## src/ccsp_pkg.sv

```systemverilog
/*
 * ccsp_pkg: shared constants for the cpu clock select and prescaler block.
 * assumes: included by the top module and the tap decoder; 8-bit register bus.
 */
package ccsp_pkg;
    localparam int          DATA_W        = 8;
    localparam int          ADDR_W        = 3;
    localparam int          HP_STAGES     = 8;
    localparam int          LP_STAGES     = 15;
    localparam int          SYNC_N        = 4;
    // register offsets
    localparam logic [2:0]  OFS_CLK_CFG   = 3'h0;
    localparam logic [2:0]  OFS_PRE_CTL   = 3'h1;
    localparam logic [2:0]  OFS_TRIM_A    = 3'h2;
    localparam logic [2:0]  OFS_TRIM_B    = 3'h3;
    localparam logic [2:0]  OFS_CPU_DIV   = 3'h4;
    localparam logic [2:0]  OFS_HP_VAL    = 3'h5;
    localparam logic [2:0]  OFS_LP_LO     = 3'h6;
    localparam logic [2:0]  OFS_LP_HI     = 3'h7;
    // clock_config_reg fields
    localparam int          BIT_CPU_SEL   = 0;
    localparam int          BIT_RC_EN     = 1;
    localparam int          BIT_XTAL_EN   = 2;
    localparam int          BIT_EXT_EN    = 3;
    localparam int          BIT_XTAL_STRT = 4;
    // prescaler_control_reg field
    localparam int          BIT_LP_CLEAR  = 0;
    // osc_trim_reg_a fields
    localparam int          BIT_RANGE     = 4;
    // reset values and the cpu divider limit
    localparam logic [4:0]  RST_TRIM_A    = 5'h01;
    localparam logic [5:0]  RST_TRIM_B    = 6'h00;
    localparam logic [2:0]  RST_CPU_DIV   = 3'h0;
    localparam logic [2:0]  CPU_DIV_MAX   = 3'h4;
    // last crystal cycle count of the start phase, one less than its length
    localparam logic [14:0] XTAL_START_LAST = 15'h7fff;
endpackage : ccsp_pkg

```

## src/ccsp_clock_ctrl.sv

```systemverilog
/*
 * ccsp_clock_ctrl: cpu clock source select, fast clock divider, high and low prescalers.
 * assumes: one 50 MHz ref_clk; oscillator and reset pins are asynchronous and slower than
 * ref_clk/4; every generated clock enable leaves as a one-cycle pulse on ref_clk, lp_msb_q as a registered level.
 */
// How it works
// (RULE1) power-up, external reset pulse and leaving sleep select the rc oscillator.
// (RULE2) select 0 runs cpu on fastest clock; 1 on crystal or 32 kHz tap.
// (RULE3) source changes never make glitches or shortened cpu clock pulses.
// (RULE4) all enables off stops everything; crystal-only feeds cpu and low prescaler.
// (RULE5) rc-only and external use tap for select 1; rc plus crystal uses crystal.
// (RULE6) software keeps rc above 100 kHz while the crystal is enabled.
// (RULE7) fast cpu clock is divided by 1, 2, 4, 8 or 16.
// (RULE8) software selects new source first, then stops the old one separately.
// (RULE9) high prescaler has 8 binary stages, low prescaler 15.
// (RULE10) high prescaler runs only from rc or external, when either is enabled.
// (RULE11) low prescaler takes crystal directly if crystal on and external off.
// (RULE12) writing low prescaler clear zeroes the low prescaler synchronously.
// (RULE13) setting crystal enable also clears the low prescaler.
// (RULE14) global reset clears both prescaler chains asynchronously.
// (RULE15) crystal starting flag stays set for 32768 crystal cycles after enabling.
// (RULE16) without crystal, decoder picks the high prescaler tap nearest 32 kHz.
// (RULE17) decoder code is range, coarse trim and fine trim bits 5 to 3.
// (RULE18) decoder maps codes onto taps from undivided to divide by 128.
// (RULE19) with external clock, software sets trim to match half external frequency.
// (RULE20) external clock is halved internally before use.
// (RULE21) reset, external reset pulse and sleep clear crystal enable, set starting flag.
// (RULE22) fast source is rc, or halved external clock when external is enabled.
module ccsp_clock_ctrl
    import ccsp_pkg::*;
(
    // clock and reset
    input  wire logic              ref_clk,
    input  wire logic              arst_n,
    // oscillator and reset pins
    input  wire logic              rc_osc_in,
    input  wire logic              xtal_osc_in,
    input  wire logic              ext_clk_in,
    input  wire logic              external_reset_pin_n,
    // power control
    input  wire logic              sleep_req,
    // register port
    input  wire logic [ADDR_W-1:0] reg_addr,
    input  wire logic [DATA_W-1:0] reg_wdata,
    input  wire logic              reg_wr,
    input  wire logic              reg_rd,
    output logic      [DATA_W-1:0] reg_rdata_q,
    // generated clock enables and low prescaler msb level
    output logic                   cpu_clk_en_q,
    output logic                   hp_clk_en_q,
    output logic                   lp_clk_en_q,
    output logic                   lp_msb_q
);
    ////////////////////////////////////////////////////////////////////////////
    // pin synchronisers: a change counts once stages 2 and 3 agree
    logic [2:0]        sync_q [SYNC_N];
    logic [SYNC_N-1:0] lvl_q;
    logic [SYNC_N-1:0] rise;
    wire  [SYNC_N-1:0] pin_raw = {external_reset_pin_n, ext_clk_in, xtal_osc_in, rc_osc_in};

    for (genvar g = 0; g < SYNC_N; g++) begin : g_sync
        always_ff @(posedge ref_clk or negedge arst_n) begin
            if (!arst_n) begin
                // reset to the pin's idle level, else a false reset pulse follows
                sync_q[g] <= (g == 3) ? 3'h7 : 3'h0;
                lvl_q[g]  <= (g == 3);
            end else begin
                sync_q[g] <= {sync_q[g][1:0], pin_raw[g]};
                if (sync_q[g][1] == sync_q[g][2]) begin
                    lvl_q[g] <= sync_q[g][2];
                end
            end
        end
        assign rise[g] = (sync_q[g][1] == sync_q[g][2]) && sync_q[g][2] && !lvl_q[g];
    end

    wire rc_tick   = rise[0];
    wire xtal_tick = rise[1];
    wire ext_rise  = rise[2];
    wire pin_rst   = !lvl_q[3];

    ////////////////////////////////////////////////////////////////////////////
    // configuration registers
    logic       cpu_sel_q, rc_en_q, xtal_en_q, ext_en_q, xtal_strt_q, sleep_q;
    logic [4:0] trim_a_q;
    logic [5:0] trim_b_q;
    logic [2:0] cpu_div_q;
    logic [14:0] xs_cnt_q;

    wire wr_cfg   = reg_wr && (reg_addr == OFS_CLK_CFG);
    wire lp_clr   = reg_wr && (reg_addr == OFS_PRE_CTL) && reg_wdata[BIT_LP_CLEAR];
    wire xtal_set = wr_cfg && reg_wdata[BIT_XTAL_EN] && !xtal_en_q && !pin_rst && !sleep_req && !sleep_q;
    wire xtal_dir = xtal_en_q && !ext_en_q;

    always_ff @(posedge ref_clk or negedge arst_n) begin
        if (!arst_n) begin
            sleep_q <= 1'b0;
        end else begin
            sleep_q <= sleep_req;
        end
    end

    always_ff @(posedge ref_clk or negedge arst_n) begin
        if (!arst_n) begin
            cpu_sel_q <= 1'b0;
            rc_en_q   <= 1'b1; // (RULE1)
            xtal_en_q <= 1'b0;
            ext_en_q  <= 1'b0;
        end else if (pin_rst) begin
            cpu_sel_q <= 1'b0;
            rc_en_q   <= 1'b1; // (RULE1)
            xtal_en_q <= 1'b0; // (RULE21)
            ext_en_q  <= 1'b0;
        end else if (sleep_req) begin
            cpu_sel_q <= 1'b0;
            rc_en_q   <= 1'b0; // (RULE4)
            xtal_en_q <= 1'b0; // (RULE21)
            ext_en_q  <= 1'b0;
        end else if (sleep_q) begin
            rc_en_q   <= 1'b1; // (RULE1)
        end else if (wr_cfg) begin
            cpu_sel_q <= reg_wdata[BIT_CPU_SEL];
            rc_en_q   <= reg_wdata[BIT_RC_EN];
            xtal_en_q <= reg_wdata[BIT_XTAL_EN];
            ext_en_q  <= reg_wdata[BIT_EXT_EN];
        end
    end

    // start phase: cleared after the 32768th crystal edge since enabling
    always_ff @(posedge ref_clk or negedge arst_n) begin
        if (!arst_n) begin
            xtal_strt_q <= 1'b1;
            xs_cnt_q    <= '0;
        end else if (pin_rst || sleep_req || xtal_set) begin
            xtal_strt_q <= 1'b1; // (RULE21)
            xs_cnt_q    <= '0;
        end else if (xtal_en_q && xtal_strt_q && xtal_tick) begin
            xs_cnt_q    <= xs_cnt_q + 15'h1;
            if (xs_cnt_q == XTAL_START_LAST) begin
                xtal_strt_q <= 1'b0; // (RULE15)
            end
        end
    end

    always_ff @(posedge ref_clk or negedge arst_n) begin
        if (!arst_n) begin
            trim_a_q  <= RST_TRIM_A;
            trim_b_q  <= RST_TRIM_B;
            cpu_div_q <= RST_CPU_DIV;
        end else if (reg_wr) begin
            if (reg_addr == OFS_TRIM_A) trim_a_q <= reg_wdata[4:0];
            if (reg_addr == OFS_TRIM_B) trim_b_q <= reg_wdata[5:0];
            if (reg_addr == OFS_CPU_DIV) cpu_div_q <= reg_wdata[2:0];
        end
    end

    ////////////////////////////////////////////////////////////////////////////
    // fast source and high prescaler
    logic                 ext_ph_q;
    logic [HP_STAGES-1:0] hp_q;
    logic [3:0]           cdiv_q;
    logic [2:0]           tap;

    always_ff @(posedge ref_clk or negedge arst_n) begin
        if (!arst_n) begin
            ext_ph_q <= 1'b0;
        end else if (!ext_en_q) begin
            ext_ph_q <= 1'b0;
        end else if (ext_rise) begin
            ext_ph_q <= !ext_ph_q; // (RULE20)
        end
    end

    // every second external edge gives one fast tick
    wire fast_tick = ext_en_q ? (ext_rise && ext_ph_q) : (rc_en_q && rc_tick); // (RULE22)
    wire hp_run    = rc_en_q || ext_en_q;

    always_ff @(posedge ref_clk or negedge arst_n) begin
        if (!arst_n) begin
            hp_q <= '0; // (RULE14)
        end else if (hp_run && fast_tick) begin
            hp_q <= hp_q + 1'b1; // (RULE9) (RULE10)
        end
    end

    ccsp_tap_decoder u_tap_dec (
        .code ({1'b0, trim_a_q[BIT_RANGE], trim_a_q[3:0], trim_b_q[5:3]}), // (RULE17)
        .tap  (tap)
    );

    wire [HP_STAGES-1:0] tmask    = HP_STAGES'((9'h1 << tap) - 9'h1);
    wire                 tap_tick = hp_run && fast_tick && ((hp_q & tmask) == tmask); // (RULE16)

    // cpu fast divider shares the fast tick so its pulses are whole source cycles
    wire [2:0] div_eff = (cpu_div_q > CPU_DIV_MAX) ? CPU_DIV_MAX : cpu_div_q;
    wire [3:0] dmask   = 4'((5'h1 << div_eff) - 5'h1);

    always_ff @(posedge ref_clk or negedge arst_n) begin
        if (!arst_n) begin
            cdiv_q <= '0;
        end else if (fast_tick) begin
            cdiv_q <= cdiv_q + 4'h1;
        end
    end

    wire fast_cpu_tick = fast_tick && ((cdiv_q & dmask) == dmask); // (RULE7)

    ////////////////////////////////////////////////////////////////////////////
    // low prescaler
    logic [LP_STAGES-1:0] lp_q;
    wire lp_tick = xtal_dir ? xtal_tick : tap_tick; // (RULE11)

    always_ff @(posedge ref_clk or negedge arst_n) begin
        if (!arst_n) begin
            lp_q <= '0; // (RULE14)
        end else if (lp_clr || xtal_set) begin
            lp_q <= '0; // (RULE12) (RULE13)
        end else if (lp_tick) begin
            lp_q <= lp_q + 1'b1; // (RULE9)
        end
    end

    ////////////////////////////////////////////////////////////////////////////
    // cpu clock select; every candidate is a single-cycle pulse, so a switch
    // between two pulses cannot cut one short or make a runt
    logic cpu_tick;
    always_comb begin
        if (!rc_en_q && !ext_en_q) begin
            cpu_tick = xtal_en_q && xtal_tick; // (RULE4)
        end else if (!cpu_sel_q) begin
            cpu_tick = fast_cpu_tick; // (RULE2) (RULE5)
        end else begin
            cpu_tick = xtal_dir ? xtal_tick : tap_tick; // (RULE2) (RULE5)
        end
    end

    always_ff @(posedge ref_clk or negedge arst_n) begin
        if (!arst_n) begin
            cpu_clk_en_q <= 1'b0;
            hp_clk_en_q  <= 1'b0;
            lp_clk_en_q  <= 1'b0;
            lp_msb_q     <= 1'b0;
        end else begin
            cpu_clk_en_q <= cpu_tick; // (RULE3)
            hp_clk_en_q  <= hp_run && fast_tick;
            lp_clk_en_q  <= lp_tick;
            lp_msb_q     <= lp_q[LP_STAGES-1];
        end
    end

    ////////////////////////////////////////////////////////////////////////////
    // register read: data stand only in the cycle after the strobe
    logic [DATA_W-1:0] rd_val;
    always_comb begin
        case (reg_addr)
            OFS_CLK_CFG: rd_val = {3'h0, xtal_strt_q, ext_en_q, xtal_en_q, rc_en_q, cpu_sel_q};
            OFS_TRIM_A:  rd_val = {3'h0, trim_a_q};
            OFS_TRIM_B:  rd_val = {2'h0, trim_b_q};
            OFS_CPU_DIV: rd_val = {5'h0, cpu_div_q};
            OFS_HP_VAL:  rd_val = hp_q;
            OFS_LP_LO:   rd_val = lp_q[7:0];
            OFS_LP_HI:   rd_val = {1'b0, lp_q[14:8]};
            default:     rd_val = 8'h00;
        endcase
    end

    always_ff @(posedge ref_clk or negedge arst_n) begin
        if (!arst_n) begin
            reg_rdata_q <= 8'h00;
        end else begin
            reg_rdata_q <= reg_rd ? rd_val : 8'h00;
        end
    end
endmodule : ccsp_clock_ctrl

```

## src/ccsp_tap_decoder.sv

```systemverilog
/*
 * ccsp_tap_decoder: trim code to high prescaler tap index (0 = undivided, 7 = /128).
 * assumes: code is a zero bit, then range & coarse(3:0) & fine(5:3); output is combinational.
 */
module ccsp_tap_decoder
    import ccsp_pkg::*;
(
    // trim code
    input  wire logic [8:0] code,
    // selected tap
    output logic      [2:0] tap
);
    localparam int N = 52;
    // upper bound of each contiguous code range, ascending
    localparam logic [8:0] BND [N] = '{
        9'h004, 9'h00c, 9'h00f, 9'h010, 9'h016, 9'h017, 9'h01c, 9'h01f,
        9'h022, 9'h027, 9'h028, 9'h02e, 9'h02f, 9'h035, 9'h037, 9'h03c,
        9'h03f, 9'h043, 9'h047, 9'h04a, 9'h04f, 9'h051, 9'h057, 9'h058,
        9'h05e, 9'h05f, 9'h066, 9'h067, 9'h06d, 9'h06f, 9'h074, 9'h077,
        9'h07c, 9'h07f, 9'h082, 9'h08a, 9'h094, 9'h097, 9'h09a, 9'h09f,
        9'h0a0, 9'h0a6, 9'h0a7, 9'h0ac, 9'h0af, 9'h0b3, 9'h0b7, 9'h0ba,
        9'h0bf, 9'h0c1, 9'h0c7, 9'h0c8};
    // tap for each range above; codes beyond the last bound give /128
    localparam logic [2:0] TAP [N] = '{
        3'h0, 3'h1, 3'h2, 3'h1, 3'h2, 3'h3, 3'h2, 3'h3,
        3'h2, 3'h3, 3'h2, 3'h3, 3'h4, 3'h3, 3'h4, 3'h3,
        3'h4, 3'h3, 3'h4, 3'h3, 3'h4, 3'h3, 3'h4, 3'h3,
        3'h4, 3'h5, 3'h4, 3'h5, 3'h4, 3'h5, 3'h4, 3'h5,
        3'h4, 3'h5, 3'h3, 3'h4, 3'h5, 3'h6, 3'h5, 3'h6,
        3'h5, 3'h6, 3'h7, 3'h6, 3'h7, 3'h6, 3'h7, 3'h6,
        3'h7, 3'h6, 3'h7, 3'h6};

    ////////////////////////////////////////////////////////////////////////////
    always_comb begin
        tap = 3'h7; // (RULE18)
        for (int i = N - 1; i >= 0; i--) begin
            if (code <= BND[i]) begin
                tap = TAP[i]; // (RULE16) (RULE18)
            end
        end
    end
endmodule : ccsp_tap_decoder

```

## config.mk

```make
export PLATFORM = sky130hd
export DESIGN_NAME = ccsp_clock_ctrl
export DESIGN_NICKNAME = d
export VERILOG_FILES = /design/src/ccsp_pkg.sv /design/src/ccsp_clock_ctrl.sv /design/src/ccsp_tap_decoder.sv
export SDC_FILE = /design/constraint.sdc
export NUM_CORES = 1
export LEC_CHECK = 0
export BUFFER_PORTS_ARGS = -buffer_cell sky130_fd_sc_hd__buf_4
export CAP_MARGIN = 10
export CORE_UTILIZATION = 35
export DETAILED_ROUTE_END_ITERATION = 16
export SYNTH_ARGS = -nofsm -noshare
export SYNTH_HDL_FRONTEND = slang
export SYNTH_SLANG_ARGS = --single-unit
```

## constraint.sdc

```tcl
create_clock -name ref_clk -period 4.6 [get_ports ref_clk]
set_input_delay 0 -clock ref_clk [delete_from_list [all_inputs] [get_ports ref_clk]]
set_output_delay 0 -clock ref_clk [all_outputs]
set_load 0.05 [all_outputs]
```

-- After elaboration in Yosys (flattened, before gate mapping)
Index checks and enable logic that the tools add are counted.
- register bits: 91
- output and inout bits: 12
- input port bits: 20
- mux-type cells: 84
- magnitude comparators: 53
- add/subtract/negate cells: 6
- shift operators: 2
- reductions and logical operators: 47
- eq/ne operators: 18
- bitwise gates (word level): 2
- operators by type and width (operator ; number):
    <= comparator 8 bit, second input constant ; 18
    <= comparator 8 x 7 -> 1 bit, second input constant ; 17
    two-way mux 3 bit ; 36
    <= comparator 8 x 6 -> 1 bit, second input constant ; 9
    two-way mux 15 bit ; 4
    case mux 8 bit (7 select lines) ; 1
    <= comparator 8 x 5 -> 1 bit, second input constant ; 5
    two-way mux 1 bit ; 36
    adder 15 x 1 -> 15 bit, second input constant ; 2
    logical AND 1 bit ; 24
    <= comparator 8 x 4 -> 1 bit, second input constant ; 2
    equality test 15 bit, second input constant ; 1
    equality test 3 bit, second input constant ; 4
    two-way mux 2 bit ; 6
    logical NOT 1 bit ; 10
    AND reduction 2 bit ; 5
    adder 8 x 1 -> 8 bit, second input constant ; 1
    AND 8 bit ; 1
    equality test 8 bit ; 1
    <= comparator 8 x 3 -> 1 bit, second input constant ; 1
    two-way mux 8 bit ; 1
    left shift 1 x 3 -> 8 bit, first input constant ; 1
    subtractor 8 x 1 -> 8 bit, second input constant ; 1
    equality test 3 x 2 -> 1 bit, second input constant ; 2
    15 further kinds ; 23

-- Logic depth before layout (Yosys ltp)
- depth in word-level cells: 61
- mapped depth: 18
- mapped depth without buffers: 14

-- Hierarchy
From an unflattened synthesis, not the netlist that was laid out.
- cell total of the unflattened synthesis: 506
- area, all modules: 4928.5 um2
- by module, submodules not included (module ; sequential area each (um2) ; cells each ; times used ; area each (um2)):
    ccsp_clock_ctrl ; 2285.9 ; 394 ; 1 ; 4235.3
    ccsp_tap_decoder ; 0.0 ; 112 ; 1 ; 693.2

-- Worst setup path before layout
Ideal clock, no wire load.
- path type: reg2reg
- start point: register trim_a_q[0]
- end point: register lp_q[11]
- data required time: 4.521 ns
- clock period less this slack: 3.528 ns
- buffers on the path: 3
- data arrival time: 3.449 ns
- path slack: 1.072 ns
- setup time: 0.079 ns
- stages on the path, launching flop included: 18
- cell sequence: dfstp_2 -> buf_2 -> buf_2 -> inv_1 -> a21oi_1 -> o21a_1 -> o221ai_1 -> a221oi_4 -> nand2_1 -> ha_1 -> o22ai_1 -> nor3b_1 -> nand2_1 -> o2bb2ai_1 -> o32ai_2 -> clkbuf_1 -> or4_1 -> a21oi_1
- cells in the longest elaborated chain, start to end: 60
- elaborated cells between the ends (all ways): 111
- those cells by class: add/sub (1); order compare (52); eq/ne (1); shift (1); mux (53); bitwise (1); reduce/logical (2)
- RTL lines (element ; line ; RTL):
    from (decl) ; ccsp_clock_ctrl.sv:85 ; logic [4:0] trim_a_q;
    from (signal assigned) ; ccsp_clock_ctrl.sv:151 ; if (reg_addr == OFS_TRIM_A) trim_a_q <= reg_wdata[4:0];
    <= comparator 8 bit ; ccsp_tap_decoder.sv:37 ; if (code <= BND[i]) begin
    two-way mux 1 bit (11 in a row) ; ccsp_tap_decoder.sv:37 ;
    two-way mux 2 bit (6 in a row) ; ccsp_tap_decoder.sv:37 ;
    two-way mux 3 bit (34 in a row) ; ccsp_tap_decoder.sv:37 ;
    two-way mux 3 bit * ; ccsp_tap_decoder.sv:37 ;
    left shift 1 x 3 -> 8 bit * ; ccsp_clock_ctrl.sv:191 ; wire [HP_STAGES-1:0] tmask = HP_STAGES'((9'h1 << tap) - 9'h1);
    subtractor 8 x 1 -> 8 bit * ; ccsp_clock_ctrl.sv:191 ;
    AND 8 bit ; ccsp_clock_ctrl.sv:192 ; wire tap_tick = hp_run && fast_tick && ((hp_q & tmask) == tmask);
    equality test 8 bit * ; ccsp_clock_ctrl.sv:192 ;
    logical AND 1 bit * ; ccsp_clock_ctrl.sv:192 ;
    two-way mux 1 bit * ; ccsp_clock_ctrl.sv:211 ; wire lp_tick = xtal_dir ? xtal_tick : tap_tick;
    nonzero test 2 bit (no source line) * ; -- ;
    to (signal assigned) ; ccsp_clock_ctrl.sv:219 ; lp_q <= lp_q + 1'b1;
    to (decl) ; ccsp_clock_ctrl.sv:210 ; logic [LP_STAGES-1:0] lp_q;
Every way passes the cells marked *; elsewhere a longest branch is shown, timed or not.
A chain may end at the register's enable or synchronous reset.

-- Worst setup path after layout
- start point: register trim_b_q[3]
- end point: register lp_q[12]
- cells in the longest elaborated chain, start to end: 60
- elaborated cells between the ends (all ways): 111
- those cells by class: add/sub (1); order compare (52); eq/ne (1); shift (1); mux (53); bitwise (1); reduce/logical (2)
- RTL lines (element ; line ; RTL):
    from (decl) ; ccsp_clock_ctrl.sv:86 ; logic [5:0] trim_b_q;
    from (signal assigned) ; ccsp_clock_ctrl.sv:152 ; if (reg_addr == OFS_TRIM_B) trim_b_q <= reg_wdata[5:0];
    <= comparator 8 bit ; ccsp_tap_decoder.sv:37 ;
    two-way mux 1 bit (11 in a row) ; ccsp_tap_decoder.sv:37 ;
    two-way mux 2 bit (6 in a row) ; ccsp_tap_decoder.sv:37 ;
    two-way mux 3 bit (34 in a row) ; ccsp_tap_decoder.sv:37 ;
    two-way mux 3 bit * ; ccsp_tap_decoder.sv:37 ;
    left shift 1 x 3 -> 8 bit * ; ccsp_clock_ctrl.sv:191 ;
    subtractor 8 x 1 -> 8 bit * ; ccsp_clock_ctrl.sv:191 ;
    AND 8 bit ; ccsp_clock_ctrl.sv:192 ;
    equality test 8 bit * ; ccsp_clock_ctrl.sv:192 ;
    logical AND 1 bit * ; ccsp_clock_ctrl.sv:192 ;
    two-way mux 1 bit * ; ccsp_clock_ctrl.sv:211 ;
    nonzero test 2 bit (no source line) * ; -- ;
Marks and branches as above.

==> qor.txt <==
Status -> finished clean
Core Area -> 0.0134 sq mm
Clock-pin slew on the worst setup and hold paths -> 0.07 ns
Synth cell types -> 64
Drt total wl -> 10800 um
ANT cells -> 0
Overflow after GRT -> 0
Wire per inst -> 15.4 um
Min cycle time layout -> 4.02 ns
Cells along the critical path -> o21ai_1, a21oi_1, o311ai_1, inv_1, a221oi_4, nand2_1, ha_1, o22ai_1, nor3b_1, nand2_1, o2bb2ai_1, o32ai_2, buf_12, or4_1, a21oi_1
Setup tns final -> 0 ns
DR iter-0 viols -> 273
Die ar. -> 0.0144 sq mm
CTS resizes -> 0
Die Span Y -> 120 um
CTS Hold Buffers Added -> 13
Htree depth -> 3
Crit end category -> register
Placement Rows -> 42
First-pass GRT wire length -> 18700 um
Seq/Total Area, Yosys -> 46.9%
WP buf/inv -> 2
Slew Limit Fails -> 0
Largest net degree at the start of global routing -> 61
Period utilization -> 87.3%
Unrepaired setup endpoints after global routing -> false
Cell area after layout -> 0.00570 sq mm
# DRC -> 0
Clock root buffer -> clkbuf_16
Comb pwr share -> 24.1%
Initial core utilization -> 36.4%
Initial antenna violation count -> 0
Syn-to-layout area delta -> 16.8%
1st-pass router iterations -> 4
Clk pwr share -> 31.7%
Cell Area, Synth -> 0.00488 sq mm
Post-CTS Setup Bufs -> 0
GP Congestion -> 0.793
Clock Skews -> 0.00914 ns
Critical Path AT -> 4.29 ns
Buffers added on ports -> 29
Hold Crit Class -> input port to register
TritonCTS clock tree -> built
Leak -> 2.28 nW
CP peak stage delay -> 0.60 ns
Peak supply drop -> 0.210 mV
Worst Reg-to-Reg Cells -> 15
Vias per cell -> 5.45
Skew-Pair Late Insertion Delay -> 0.34 ns
Psw -> 0.833 mW
CP required -> 4.87 ns
Crit path launch type -> register
Vias in the first global route -> 3760
Syn Inst Count -> 490
Gr usage total -> 16.3%
Sw frac -> 34.2%
EDFF count, synth -> 0
Synth warnings -> 0
CTS Buf Count -> 9
Final ANT Viol Nets -> 0
Finish-stage setup viols -> 0
Worst-path fanout max -> 30
Post-DP Area -> 0.00525 sq mm
Critical path type -> register to register
Post-synthesis register bit count -> 91
Cell family with most CP delay -> compound AO/OA/AOI/OAI gates
I/O Pins -> 32
Hold Vio Cnt, Final -> 0
Final HPWL DP -> 7430 um
Sequential Power Share -> 44.2%
Fin nets -> 546
Final Util -> 42.5%
Die Wd -> 120 um
Avg Inst Size Synth -> 9.95 sq um
Routed vias -> 3809
Levels on crit path -> 15
Syn Nets -> 518
Total internal power -> 1.60 mW
Hold Path Depth -> 3
Share of flip-flops with an asynchronous set or reset -> 100%
Max Cap Viol -> 0
Share of post-route cells with drive strength above 1 -> 17.8%
Primary flip-flop cell chosen by synthesis mapping -> dfrtp_1
Fmax achieved -> 249 MHz
CTS sink count -> 91
PD cells -> 428 mW/mm^2
Worst slew pin tran -> 0.868 ns
Rel. slew slack -> 41.6%
Slowest stage cell, crit path -> dfrtp_1
Clock Tree Buf Depth -> 2
==> worst min-delay path: stages <==
cell	delay, ns
buf_4	0.19
nand2_1	0.10
a21oi_1	0.04
==> layout make-up <==
| class | instances | area, sq um |
|---|---|---|
| repair buffers | 51 | 428 |
| clock buffers | 9 | 225 |
| flip-flops and latches | 91 | 2290 |
| fillers | 1256 | 7700 |
| inverters | 13 | 48.8 |
| multi-input cells | 352 | 2400 |
| clock inverters | 7 | 92.6 |
| well taps | 176 | 220 |
==> flip-flops by register name, summed over array words and instances (netlist names), 3 cells and up <==
register and count:
trim_b_q 6, hp_q 8, reg_rdata_q 8, cdiv_q 4, lvl_q 4, cpu_div_q 3, lp_q 15, xs_cnt_q 15
trim_a_q 5, sync_q 12
==> per-layer routing <==
metal  wire [um]  track usage (%)
met1        5040             21.9
met2        5230             26.7
met3         424             2.95
met4          96             4.45
met5           0                0
==> stage by stage <==
step	hold slack (ns)	power, mW	std cells	worst slack, ns
after global routing	0.0482	2.58	699	0.179
after detailed placement	-0.0216	1.66	670	0.639
after global placement	-0.0263	1.64	670	0.637
final	0.0349	2.44	699	0.583
after floorplan	-0.296	1.49	490	1.07
after CTS	0.0244	2.45	699	0.598
==> layout by cell type (no fill, tap or decap), types with 13 or more instances in the layout <==
master / netlist / layout
or4_1: 14 / 14
xnor2_1: 16 / 16
o21ai_0: 15 / 15
dlygate4sd3_1: 0 / 13
inv_1: 13 / 13
buf_4: 1 / 37
dfrtp_1: 84 / 84
a21oi_1: 28 / 28
nand2_1: 32 / 32
nor2_1: 46 / 46
nand3_1: 18 / 18
mux2_2: 25 / 25
nand4_1: 13 / 13
o31ai_1: 16 / 16
==> power by group through the flow <==
stage	sequential, mW	clock, mW	combinational, mW
after floorplan	1.03	0	0.463
after global placement	1.08	0	0.561
after detailed placement	1.09	0	0.578
after CTS	1.07	0.791	0.589
after global routing	1.10	0.822	0.660
final	1.08	0.772	0.588
==> cells in the mapped netlist (3+ instances only) <==
library cell	number	area, sq um
nor3b_1	3	22.5
nor3_1	8	40.0
xnor2_1	16	140
nand4_1	13	81.3
or3_1	5	31.3
dfrtp_1	84	2100
or4_1	14	105
nand3_1	18	90.1
a21oi_1	28	140
mux2i_1	7	70.1
nand2b_1	9	56.3
mux2_2	25	282
a221oi_1	3	26.3
ha_1	8	100
o31ai_1	16	120
o21ai_1	5	25.0
buf_2	15	75.1
a211oi_1	5	37.5
xor2_1	9	78.8
nand2_1	32	120
o21ai_0	15	75.1
a31oi_1	4	25.0
clkbuf_1	14	52.6
o22ai_1	3	18.8
nor4_1	3	18.8
o21a_1	3	22.5
nor2b_1	3	18.8
nor2_1	46	173
dfstp_2	7	184
nand3b_1	3	22.5
buf_1	4	15.0
a22oi_1	6	45.0
inv_1	13	48.8
and3_1	7	43.8
==> kinds of logic after synthesis <==
| group | after synthesis | share of synthesized area [%] |
|---|---|---|
| adders and majority gates | 9 | 2.26 |
| buffers and inverters | 47 | 4.08 |
| DFF | 91 | 46.9 |
| and+or+nand+nor | 175 | 18.9 |
| muxes | 34 | 8.13 |
| xor gates and xnor gates | 25 | 4.49 |
| AOI/OAI and AO/OA | 109 | 15.3 |
==> final timing paths <==
kind / start / endpoint / slack [ns]
max: trim_b_q[3]$_DFFE_PN0P_ / lp_q[12]$_DFFE_PN0P_ / 0.58
min: reg_addr[2] / reg_rdata_q[7]$_DFF_PN0_ / 0.03
max reg2reg: trim_b_q[3]$_DFFE_PN0P_ / lp_q[12]$_DFFE_PN0P_ / 0.58
min reg2reg: sync_q[3]$_DFF_PN0_ / sync_q[4]$_DFF_PN0_ / 0.36
max in group asynchronous: arst_n / xs_cnt_q[6]$_DFFE_PN0P_ / 3.37
min in group asynchronous: arst_n / hp_q[5]$_DFFE_PN0P_ / 0.14
Power figures use the tool's default switching activity.
